## src/design/wdc_pkg.sv

```systemverilog
package wdc_pkg;
  // ****************************************************************
  // Register map, byte addresses on the AXI4-Lite bus.
  // ****************************************************************
  localparam logic [7:0] WDC_CS1_OFF = 8'h00;    // Control and status one.
  localparam logic [7:0] WDC_CNTH_OFF = 8'h04;   // Counter high byte, unlock writes.
  localparam logic [7:0] WDC_CNTL_OFF = 8'h08;   // Counter low byte, read only.
  localparam logic [7:0] WDC_TOVH_OFF = 8'h0c;   // Timeout high byte.
  localparam logic [7:0] WDC_TOVL_OFF = 8'h10;   // Timeout low byte.
  localparam logic [7:0] WDC_STAT_OFF = 8'h14;   // Sticky event status.
  localparam logic [7:0] WDC_MASK_OFF = 8'h18;   // Interrupt mask.

  // ****************************************************************
  // Field positions of control and status one.
  // ****************************************************************
  localparam int WDC_EN_BIT = 7;
  localparam int WDC_INT_BIT = 6;
  localparam int WDC_UPD_BIT = 5;
  localparam int WDC_FAST_HI = 4;
  localparam int WDC_FAST_LO = 3;
  localparam int WDC_DEBUG_BIT = 2;
  localparam int WDC_WAIT_BIT = 1;
  localparam int WDC_STOP_BIT = 0;

  // Reset values; the test field itself is held apart from this value.
  localparam logic [7:0] WDC_CS1_RST = 8'h80;
  localparam logic [7:0] WDC_TOVH_RST = 8'h09;
  localparam logic [7:0] WDC_TOVL_RST = 8'hc4;

  // Test field codes.
  localparam logic [1:0] WDC_FAST_NONE = 2'h0;
  localparam logic [1:0] WDC_FAST_USER = 2'h1;
  localparam logic [1:0] WDC_FAST_LOW = 2'h2;
  localparam logic [1:0] WDC_FAST_HIGH = 2'h3;

  // Unlock words.
  localparam logic [15:0] WDC_UNLOCK1 = 16'hc520;
  localparam logic [15:0] WDC_UNLOCK2 = 16'hd928;

  // ****************************************************************
  // Timing at the 200 MHz bus clock.
  // ****************************************************************
  localparam int WDC_CLK_PS = 5000;
  localparam int WDC_RST_DELAY_CLKS = 128;   // Reset hold-off, bus clocks.
  localparam int WDC_UPD_WIN_CLKS = 128;     // Update window, bus clocks.
  localparam int WDC_UNLOCK_GAP_CLKS = 16;   // Greatest gap between unlock words.

  // Status bits: 0 timeout with interrupt select, 1 delayed reset issued.
  localparam int WDC_EVT_W = 2;

  typedef enum logic [1:0] {
    WDC_RUN = 2'b00,
    WDC_HOLD = 2'b01,
    WDC_FIRE = 2'b10
  } wdc_state_type;
endpackage : wdc_pkg

```

## src/design/wdc_down_counter.sv

```systemverilog
`timescale 1ns/1ps
// Loadable down counter; done is high while the count rests at zero.
module wdc_down_counter #(
  parameter int W = 8
) (
  input wire logic sys_clk,
  input wire logic nrst,
  input wire logic load,
  input wire logic [W-1:0] loadValue,
  output logic [W-1:0] count,
  output logic done
);
  // Counts down to zero and stays there until loaded again.
  always_ff @(posedge sys_clk) begin
    if (!nrst) begin
      count <= '0;
    end else if (load) begin
      count <= loadValue;
    end else if (count != '0) begin
      count <= count - W'(1);
    end
  end

  assign done = (count == '0);
endmodule : wdc_down_counter

```

## src/design/wdc_control.sv

```systemverilog
`timescale 1ns/1ps
//Contract
// Interrupt select clear: no interrupt, immediate reset.
// Interrupt select set: interrupt, reset 128 clocks later.
// Update bit clear: configuration locked after setup.
// Update bit set: writes accepted 128 clocks after unlock.
// Test field cleared only by power-on reset.
// Codes 00 and 01 leave test mode off.
// Low test code compares low bytes only.
// Code 11 compares high bytes only.
// Software writes user code after testing.
// Debug bit keeps watchdog running in debug.
// Wait bit keeps watchdog running in wait.
// Stop bit keeps watchdog running in stop.
// Configuration bits write once, then only unlocked.
// Enable bit starts the counter counting.
// Unlock words follow within 16 clocks.
// Window end locks configuration again.
module wdc_control (
  input wire logic sys_clk,
  input wire logic nrst,
  input wire logic porN,
  // AXI4-Lite slave.
  input wire logic [7:0] s_axi_awaddr,
  input wire logic s_axi_awvalid,
  output logic s_axi_awready,
  input wire logic [31:0] s_axi_wdata,
  input wire logic [3:0] s_axi_wstrb,
  input wire logic s_axi_wvalid,
  output logic s_axi_wready,
  output logic [1:0] s_axi_bresp,
  output logic s_axi_bvalid,
  input wire logic s_axi_bready,
  input wire logic [7:0] s_axi_araddr,
  input wire logic s_axi_arvalid,
  output logic s_axi_arready,
  output logic [31:0] s_axi_rdata,
  output logic [1:0] s_axi_rresp,
  output logic s_axi_rvalid,
  input wire logic s_axi_rready,
  // Chip mode inputs and counter link.
  input wire logic debugMode,
  input wire logic waitMode,
  input wire logic stopMode,
  input wire logic [15:0] counterValue,
  input wire logic resetTrigger,
  output logic counterRun,
  output logic timeoutMatch,
  output logic wdogIrq,
  output logic wdogReset,
  output logic irqOut
);
  import wdc_pkg::*;

  // ****************************************************************
  // Configuration state.
  // ****************************************************************
  logic [7:0] cs1Reg;           // Control bits other than the test field.
  logic [1:0] fastCheckReg;     // Test field, kept across warm resets.
  logic writtenReg;             // First control and status one write has happened.
  logic [15:0] tovReg;          // Timeout value.
  logic [WDC_EVT_W-1:0] statusReg;  // Sticky events.
  logic [WDC_EVT_W-1:0] maskReg;    // Interrupt mask.
  logic [7:0] gapCntReg;        // Clocks since the first unlock word.
  logic gapOpenReg;             // First unlock word seen.
  wdc_state_type stateReg;      // Reset sequencing state.

  // Window and hold counter instance signals.
  logic winLoad;
  logic [7:0] winCount;
  logic winDone;
  logic holdLoad;
  logic [7:0] holdCount;
  logic holdDone;

  // ****************************************************************
  // AXI4-Lite handshakes.
  // ****************************************************************
  logic awHeldReg;
  logic wHeldReg;
  logic [7:0] awAddrReg;
  logic [31:0] wDataReg;
  logic [3:0] wStrbReg;
  logic doWrite;

  // Address and data may arrive in either order; each is latched once.
  always_ff @(posedge sys_clk) begin
    if (!nrst) begin
      awHeldReg <= 1'b0;
      wHeldReg <= 1'b0;
      awAddrReg <= 8'h00;
      wDataReg <= 32'h0000_0000;
      wStrbReg <= 4'h0;
    end else if (doWrite) begin
      awHeldReg <= 1'b0;
      wHeldReg <= 1'b0;
    end else begin
      if (s_axi_awvalid && s_axi_awready) begin
        awHeldReg <= 1'b1;
        awAddrReg <= s_axi_awaddr;
      end
      if (s_axi_wvalid && s_axi_wready) begin
        wHeldReg <= 1'b1;
        wDataReg <= s_axi_wdata;
        wStrbReg <= s_axi_wstrb;
      end
    end
  end

  // Address ready is a flop so the port has no path from the response logic.
  // It drops on its handshake edge and returns once the response is taken.
  always_ff @(posedge sys_clk) begin
    if (!nrst) begin
      s_axi_awready <= 1'b0;
    end else if (s_axi_awvalid && s_axi_awready) begin
      s_axi_awready <= 1'b0;
    end else begin
      s_axi_awready <= !awHeldReg && !s_axi_bvalid && !doWrite;
    end
  end

  // Data ready follows the same pattern as the address side.
  always_ff @(posedge sys_clk) begin
    if (!nrst) begin
      s_axi_wready <= 1'b0;
    end else if (s_axi_wvalid && s_axi_wready) begin
      s_axi_wready <= 1'b0;
    end else begin
      s_axi_wready <= !wHeldReg && !s_axi_bvalid && !doWrite;
    end
  end

  // The write takes effect the cycle after both halves are held.
  assign doWrite = awHeldReg && wHeldReg && !s_axi_bvalid;

  // The write response; unmapped addresses answer with DECERR.
  always_ff @(posedge sys_clk) begin
    if (!nrst) begin
      s_axi_bvalid <= 1'b0;
      s_axi_bresp <= 2'b00;
    end else if (doWrite) begin
      s_axi_bvalid <= 1'b1;
      s_axi_bresp <= addrKnown(awAddrReg) ? 2'b00 : 2'b11;
    end else if (s_axi_bready) begin
      s_axi_bvalid <= 1'b0;
    end
  end

  // Tells whether an address falls on one of the registers.
  function automatic logic addrKnown(input logic [7:0] a);
    addrKnown = (a == WDC_CS1_OFF) || (a == WDC_CNTH_OFF) || (a == WDC_CNTL_OFF) ||
                (a == WDC_TOVH_OFF) || (a == WDC_TOVL_OFF) || (a == WDC_STAT_OFF) ||
                (a == WDC_MASK_OFF);
  endfunction : addrKnown

  // ****************************************************************
  // Unlock sequence and update window.
  // ****************************************************************
  logic cntWrite;
  logic [15:0] cntWord;
  logic unlockDone;
  logic winOpen;
  logic cfgWritable;

  // Counter writes carry the unlock words; a full word goes to the high offset.
  assign cntWrite = doWrite && (awAddrReg == WDC_CNTH_OFF);
  assign cntWord = wDataReg[15:0];
  assign unlockDone = cntWrite && gapOpenReg && (cntWord == WDC_UNLOCK2) && cs1Reg[WDC_UPD_BIT];

  // The second word counts only within the gap after the first.
  always_ff @(posedge sys_clk) begin
    if (!nrst) begin
      gapOpenReg <= 1'b0;
      gapCntReg <= 8'h00;
    end else if (cntWrite) begin
      gapOpenReg <= (cntWord == WDC_UNLOCK1);
      gapCntReg <= 8'h00;
    end else if (gapOpenReg) begin
      gapCntReg <= gapCntReg + 8'h01;
      if (gapCntReg >= 8'(WDC_UNLOCK_GAP_CLKS - 1)) begin
        gapOpenReg <= 1'b0;
      end
    end
  end

  // The window counter runs for 128 clocks after an unlock.
  assign winLoad = unlockDone;
  wdc_down_counter #(.W(8)) u_window (
    .sys_clk(sys_clk),
    .nrst(nrst),
    .load(winLoad),
    .loadValue(8'(WDC_UPD_WIN_CLKS)),
    .count(winCount),
    .done(winDone)
  );
  assign winOpen = !winDone;

  // Writable once after reset, then only inside an unlock window.
  assign cfgWritable = !writtenReg || winOpen;

  // ****************************************************************
  // Configuration registers.
  // ****************************************************************
  logic cs1Write;
  assign cs1Write = doWrite && (awAddrReg == WDC_CS1_OFF) && wStrbReg[0];

  // Control bits; writes outside the allowed time are dropped silently.
  always_ff @(posedge sys_clk) begin
    if (!nrst) begin
      cs1Reg <= WDC_CS1_RST;
      writtenReg <= 1'b0;
    end else if (cs1Write && cfgWritable) begin
      cs1Reg <= wDataReg[7:0];
      writtenReg <= 1'b1;
    end
  end

  // The test field answers only to power-on reset, not to nrst.
  always_ff @(posedge sys_clk) begin
    if (!porN) begin
      fastCheckReg <= WDC_FAST_NONE;
    end else if (cs1Write && cfgWritable) begin
      fastCheckReg <= wDataReg[WDC_FAST_HI:WDC_FAST_LO];
    end
  end

  // Timeout value, under the same write-once guard.
  always_ff @(posedge sys_clk) begin
    if (!nrst) begin
      tovReg <= {WDC_TOVH_RST, WDC_TOVL_RST};
    end else if (doWrite && cfgWritable && wStrbReg[0]) begin
      if (awAddrReg == WDC_TOVH_OFF) begin
        tovReg[15:8] <= wDataReg[7:0];
      end
      if (awAddrReg == WDC_TOVL_OFF) begin
        tovReg[7:0] <= wDataReg[7:0];
      end
    end
  end

  // ****************************************************************
  // Counter gating and compare.
  // ****************************************************************
  // Runs only if enabled and permitted in the current chip mode.
  always_ff @(posedge sys_clk) begin
    if (!nrst) begin
      counterRun <= 1'b0;
    end else begin
      counterRun <= cs1Reg[WDC_EN_BIT] &&
                    (!debugMode || cs1Reg[WDC_DEBUG_BIT]) &&
                    (!waitMode || cs1Reg[WDC_WAIT_BIT]) &&
                    (!stopMode || cs1Reg[WDC_STOP_BIT]);
    end
  end

  // Byte selection by test code; user and off codes compare the full word.
  always_ff @(posedge sys_clk) begin
    if (!nrst) begin
      timeoutMatch <= 1'b0;
    end else begin
      unique case (fastCheckReg)
        WDC_FAST_LOW: timeoutMatch <= counterValue[7:0] == tovReg[7:0];
        WDC_FAST_HIGH: timeoutMatch <= counterValue[15:8] == tovReg[15:8];
        WDC_FAST_NONE, WDC_FAST_USER: timeoutMatch <= counterValue == tovReg;
      endcase
    end
  end

  // ****************************************************************
  // Reset sequencing.
  // ****************************************************************
  assign holdLoad = (stateReg == WDC_RUN) && resetTrigger && cs1Reg[WDC_INT_BIT];
  wdc_down_counter #(.W(8)) u_hold (
    .sys_clk(sys_clk),
    .nrst(nrst),
    .load(holdLoad),
    .loadValue(8'(WDC_RST_DELAY_CLKS - 1)),
    .count(holdCount),
    .done(holdDone)
  );

  // A trigger either resets at once or first raises the interrupt.
  always_ff @(posedge sys_clk) begin
    if (!nrst) begin
      stateReg <= WDC_RUN;
      wdogIrq <= 1'b0;
      wdogReset <= 1'b0;
    end else begin
      unique case (stateReg)
        WDC_RUN: begin
          if (resetTrigger && cs1Reg[WDC_INT_BIT]) begin
            stateReg <= WDC_HOLD;
            wdogIrq <= 1'b1;
          end else if (resetTrigger) begin
            stateReg <= WDC_FIRE;
            wdogReset <= 1'b1;
          end
        end
        WDC_HOLD: begin
          if (holdDone) begin
            stateReg <= WDC_FIRE;
            wdogReset <= 1'b1;
          end
        end
        WDC_FIRE: begin
          wdogReset <= 1'b1;
        end
        default: begin
          stateReg <= WDC_RUN;
        end
      endcase
    end
  end

  // ****************************************************************
  // Status, mask and interrupt output.
  // ****************************************************************
  logic [WDC_EVT_W-1:0] evt;
  assign evt = {(stateReg != WDC_FIRE) && (stateReg == WDC_HOLD) && holdDone,
                holdLoad};

  // Set wins over a write-one-to-clear in the same cycle.
  always_ff @(posedge sys_clk) begin
    if (!nrst) begin
      statusReg <= '0;
    end else begin
      if (doWrite && (awAddrReg == WDC_STAT_OFF) && wStrbReg[0]) begin
        statusReg <= (statusReg & ~wDataReg[WDC_EVT_W-1:0]) | evt;
      end else begin
        statusReg <= statusReg | evt;
      end
    end
  end

  // Mask register is a plain read-write word.
  always_ff @(posedge sys_clk) begin
    if (!nrst) begin
      maskReg <= '0;
    end else if (doWrite && (awAddrReg == WDC_MASK_OFF) && wStrbReg[0]) begin
      maskReg <= wDataReg[WDC_EVT_W-1:0];
    end
  end

  // The level output follows one cycle behind the status bits.
  always_ff @(posedge sys_clk) begin
    if (!nrst) begin
      irqOut <= 1'b0;
    end else begin
      irqOut <= |(statusReg & maskReg);
    end
  end

  // ****************************************************************
  // Read channel.
  // ****************************************************************
  // Answers one cycle after the address is taken.
  always_ff @(posedge sys_clk) begin
    if (!nrst) begin
      s_axi_arready <= 1'b0;
      s_axi_rvalid <= 1'b0;
      s_axi_rdata <= 32'h0000_0000;
      s_axi_rresp <= 2'b00;
    end else if (s_axi_rvalid) begin
      if (s_axi_rready) begin
        s_axi_rvalid <= 1'b0;
      end
    end else if (s_axi_arvalid && !s_axi_arready) begin
      s_axi_arready <= 1'b1;
    end else if (s_axi_arready) begin
      s_axi_arready <= 1'b0;
      s_axi_rvalid <= 1'b1;
      s_axi_rresp <= addrKnown(s_axi_araddr) ? 2'b00 : 2'b11;
      unique case (s_axi_araddr)
        WDC_CS1_OFF: s_axi_rdata <= {24'h0, cs1Reg[7:5], fastCheckReg, cs1Reg[2:0]};
        WDC_CNTH_OFF: s_axi_rdata <= {24'h0, counterValue[15:8]};
        WDC_CNTL_OFF: s_axi_rdata <= {24'h0, counterValue[7:0]};
        WDC_TOVH_OFF: s_axi_rdata <= {24'h0, tovReg[15:8]};
        WDC_TOVL_OFF: s_axi_rdata <= {24'h0, tovReg[7:0]};
        WDC_STAT_OFF: s_axi_rdata <= {30'h0, statusReg};
        WDC_MASK_OFF: s_axi_rdata <= {30'h0, maskReg};
        default: s_axi_rdata <= 32'h0000_0000;
      endcase
    end
  end

  // ****************************************************************
  // Checks.
  // ****************************************************************
  AST_IMMEDIATE_RESET: assert property (@(posedge sys_clk) disable iff (!nrst)
    (stateReg == WDC_RUN && resetTrigger && !cs1Reg[WDC_INT_BIT]) |=> wdogReset && !wdogIrq)
    else $error("Reset not immediate with interrupt select clear.");
  AST_DELAYED_RESET: assert property (@(posedge sys_clk) disable iff (!nrst)
    (stateReg == WDC_RUN && resetTrigger && cs1Reg[WDC_INT_BIT]) |=>
      wdogIrq && !wdogReset ##127 !wdogReset ##1 wdogReset)
    else $error("Reset not delayed by 128 clocks.");
  AST_LOCKED: assert property (@(posedge sys_clk) disable iff (!nrst)
    (cs1Write && writtenReg && winDone) |=> $stable(cs1Reg))
    else $error("Locked configuration changed.");
  AST_WINDOW: assert property (@(posedge sys_clk) disable iff (!nrst)
    unlockDone |=> winOpen [*8])
    else $error("Update window not open after unlock.");
  AST_WINDOW_END: assert property (@(posedge sys_clk) disable iff (!nrst)
    unlockDone |=> ##128 !winOpen)
    else $error("Update window did not close.");
  AST_LOW_BYTE: assert property (@(posedge sys_clk) disable iff (!nrst)
    (fastCheckReg == WDC_FAST_LOW && $stable(fastCheckReg) && counterValue[7:0] == tovReg[7:0]
     && $stable(tovReg)) |=> timeoutMatch)
    else $error("Low byte compare missed.");
  AST_HIGH_BYTE: assert property (@(posedge sys_clk) disable iff (!nrst)
    (fastCheckReg == WDC_FAST_HIGH && counterValue[15:8] != tovReg[15:8] && $stable(tovReg))
    |=> !timeoutMatch)
    else $error("High byte compare wrong.");
  AST_DEBUG_GATE: assert property (@(posedge sys_clk) disable iff (!nrst)
    (debugMode && !cs1Reg[WDC_DEBUG_BIT]) |=> !counterRun)
    else $error("Counter ran in debug with bit clear.");
  AST_STOP_GATE: assert property (@(posedge sys_clk) disable iff (!nrst)
    (stopMode && !cs1Reg[WDC_STOP_BIT]) |=> !counterRun)
    else $error("Counter ran in stop with bit clear.");
  AST_ONCE: assert property (@(posedge sys_clk) disable iff (!nrst)
    (cs1Write && !writtenReg) |=> writtenReg && cs1Reg[WDC_EN_BIT] == $past(wDataReg[7]))
    else $error("First write not taken.");
endmodule : wdc_control

```

## config.mk

```make
export PLATFORM = sky130hd
export DESIGN_NAME = wdc_control
export DESIGN_NICKNAME = d
export VERILOG_FILES = /design/src/design/wdc_pkg.sv /design/src/design/wdc_down_counter.sv /design/src/design/wdc_control.sv
export SDC_FILE = /design/constraint.sdc
export NUM_CORES = 1
export LEC_CHECK = 0
export BUFFER_PORTS_ARGS = -buffer_cell sky130_fd_sc_hd__buf_2
export CAP_MARGIN = 20
export CORE_MARGIN = 4
export CORE_UTILIZATION = 47
export CTS_BUF_LIST = sky130_fd_sc_hd__clkbuf_8
export DETAILED_ROUTE_END_ITERATION = 16
export GPL_ROUTABILITY_DRIVEN = 1
export PLACE_DENSITY = 0.78
export SLEW_MARGIN = 0
export SYNTH_ARGS = -nofsm -noshare
export SYNTH_HDL_FRONTEND = slang
export SYNTH_SLANG_ARGS = --single-unit
```

## constraint.sdc

```tcl
create_clock -name sys_clk -period 2.6 [get_ports sys_clk]
set_input_delay 0.26 -clock sys_clk [delete_from_list [all_inputs] [get_ports sys_clk]]
set_output_delay 0.26 -clock sys_clk [all_outputs]
set_load 0.02 [all_outputs]
```

==> flow_summary_export.csv <==
group,metric,value,unit
power_and_ir_drop,p_leak,2.27,nW
global_routing,grt_pass1_vias,3740,
timing,tightest_slew,0.742,ns
worst_setup_path,crit_type,"reg -> reg",
cells_and_area,nets,706,
power_and_ir_drop,p_per_area,583,mW/mm^2
clock_network,numClockSinks,103,
run_status,status,"completed",
logic_synthesis,synth.ff_latch_count,103,
clock_network,path_clk_slew,0.09,ns
clock_network,postCtsHoldBufs,0,
floorplan,rows,37,
timing,finalHoldViolCount,0,
route,drc,0,
cells_and_area,fin_cells,763,
placed_design,dp.cells,747,
clock_network,post_cts_resized,0,
logic_synthesis,synth-edff-count,0,
cells_and_area,n_fill_cell,919,
logic_synthesis,ys_types,61,
floorplan,die_h,111,um
route,ant_nets,0,
logic_synthesis,synthArstFlopShare,0,%
logic_synthesis,netlist_instances,549,
global_routing,track_usage,17.6,%
placed_design,portBuffers,82,
worst_hold_path,hold_path_end,"counterRun",
worst_setup_path,cp_data_required_time,2.89,ns
cells_and_area,layout-drive-gt1-share,19.6,%
worst_setup_path,r2r_start,"awAddrReg[6]",
logic_synthesis,synth-seq-area-share,41.7,%
cells_and_area,area_growth,12.2,%
timing,fmax,560,MHz
logic_synthesis,yosysTopAreaCell,"dfxtp_1",
route,drt_iter0_markers,202,
floorplan,io_pins,126,
logic_synthesis,avgSynthCellArea,9.00,sq um
timing,post-route-period-util,68.7,%
cells_and_area,seqCellArea,0.00206,sq mm
worst_setup_path,rrSetupSlack,0.81,ns
timing,whs,0.0852,ns
clock_network,h-tree-depth,3,
power_and_ir_drop,ir_drop,0.370,mV
logic_synthesis,yosysMostFrequentCell,"dfxtp_1",
placed_design,dpl.hpwl,8330,um
timing,maxSlewViolCount,0,
worst_setup_path,regToRegEndpoint,"tovReg[0]",
logic_synthesis,yosys_most_used_dff,"dfxtp_1",
logic_synthesis,synth_top_area_share,41.7,%
timing,setup-tns-final,0,ns
logic_synthesis,ys_top_cells_by_area,"dfxtp_1 42%, mux2i_1 8.1%, nand2_1 6.4%",
floorplan,die_w,111,um
logic_synthesis,synth_common_cells,"103 x dfxtp_1, 84 x nand2_1, 54 x nor2_1",
job,maxCapViolCount,0,
worst_setup_path,worstPathArrival,2.08,ns
floorplan,die_area,0.0122,sq mm
worst_setup_path,endpoint_kind,"flop",
clock_network,cts_buffer_depth,2,
timing,min_period,1.79,ns
clock_network,post_cts_buffers,0,
global_routing,grt_first_pass_wirelength,18000,um
cells_and_area,diodes,0,
logic_synthesis,syn_area,0.00494,sq mm
worst_setup_path,critPathMaxFanout,5,
route,wl_per_cell,14.2,um
timing,rsz0062_at_grt,"no",
clock_network,cts_tree,"yes",
worst_hold_path,hp-start,"stopMode",
route,vias,3996,
route,avgViaCountPerCell,5.24,
floorplan,initial_core_util,48.1,%
placed_design,globalplace.congestion,0.866,
clock_network,root_buffer,"clkbuf_8",
timing,fin_skew,0.0179,ns
global_routing,antenna_found_initial,0,
worst_setup_path,rr_worst_depth,4,
floorplan,core_area,0.0103,sq mm
clock_network,insertion_delay,0.37,ns
global_routing,overflow,0,
timing,setup_violations,0,
worst_setup_path,crit_path_start_kind,"flop",
worst_hold_path,hold_class,"in -> reg",
route,first_pass_iters,4,
route,wl,10900,um
timing,slew_headroom,50.1,%
clock_network,cts_made_buffers,9,
worst_hold_path,holdPathStages,2,
logic_synthesis,synth_warnings,0,
power_and_ir_drop,finalPower,0.00323,W
global_routing,grt_max_degree,40,
cells_and_area,multi_input_area,0.00263,sq mm
## registers in the layout, summed over array words and instances (netlist names), 2 cells and up
signal,flops
tovReg,16
u_hold.count,8
statusReg,2
cs1Reg,6
gapCntReg,8
fastCheckReg,2
stateReg,2
u_window.count,8
wDataReg,16
awAddrReg,8
maskReg,2
s_axi_rdata,8
## cell usage in the layout (no fill, tap or decap), drive strengths merged, types with 3 or more instances in the layout
cell    count
clkinv      4
nand2b     10
nand4       8
o21a        4
xnor2       7
nor4bb      3
or4         3
and3        5
buf        86
mux2i      40
nand3      13
a22oi       7
o211ai      3
inv        13
o21ai      17
mux4        7
clkbuf     10
a21oi      29
ha          4
nor3        8
a211oi      6
nand3b      4
nor2       55
nor4        9
conb       24
nor3b       4
nor2b       5
nand2      84
nor4b       4
a31oi       3
or3         3
xor2       21
dfxtp     103
## per-layer routing
metal	global-route usage (%)	up-vias	part of all wire, %
met5	0	-	0
met1	24.8	1839	46
met2	26.7	133	45
met4	6.90	0	1.6
met3	3.40	12	7.4
li1	-	2012	-
## through the flow
stage	utilization [%]	worst slack, ns	instance area, sq um
final	53.9	0.813	5540
after CTS	53.9	0.789	5540
after global routing	53.9	0.700	5540
after detailed placement	52.0	0.811	5350
after global placement	52.0	0.877	5350
after floorplan	-	1.06	5030
## worst max-delay path by stage
stage                       from         to  cells past startpoint
6_report            awAddrReg[6]  tovReg[0]                      4
5_1_grt             awAddrReg[6]  tovReg[2]                      4
4_1_cts             s_axi_bvalid  tovReg[0]                      4
3_5_place_dp        awAddrReg[6]  tovReg[3]                      4
3_3_place_gp        awAddrReg[6]  tovReg[2]                      4
2_1_floorplan  u_window.count[0]  tovReg[1]                      7
## critical path: stages, from the launching register on
cell and delay (ns):
dfxtp_1 0.35, nor4_4 0.42, and4_4 0.32, and3b_1 0.41, mux2i_1 0.22
## power breakdown
part / internal (W) / switching, W
registers: 0.00165 / 0.0000662
clock network: 0.000388 / 0.000568
logic: 0.000239 / 0.000320
## final cells by class
class                      instances  share of cell area [%]
multi-input combinational        410                    47.5
sequential                       103                    37.2
timing repair buffer              86                    7.95
tap                              136                    3.07
clock buffer                      10                    2.48
clock inverter                     6                   0.971
inverter                          12                   0.813
## cell families (layout without fill, tap and decap cells)
kind of cell	Yosys count	after routing	share of synthesized area [%]
AOI/OAI and AO/OA	77	77	9.88
xor gates and xnor gates	28	28	4.96
and+or+nand+nor	230	230	24.3
adders and majority gates	4	4	1.01
other	1	24	0.0759
muxes	47	47	11.3
buffers and inverters	59	114	6.74
DFF	103	103	41.7
Power figures use the tool's default switching activity.
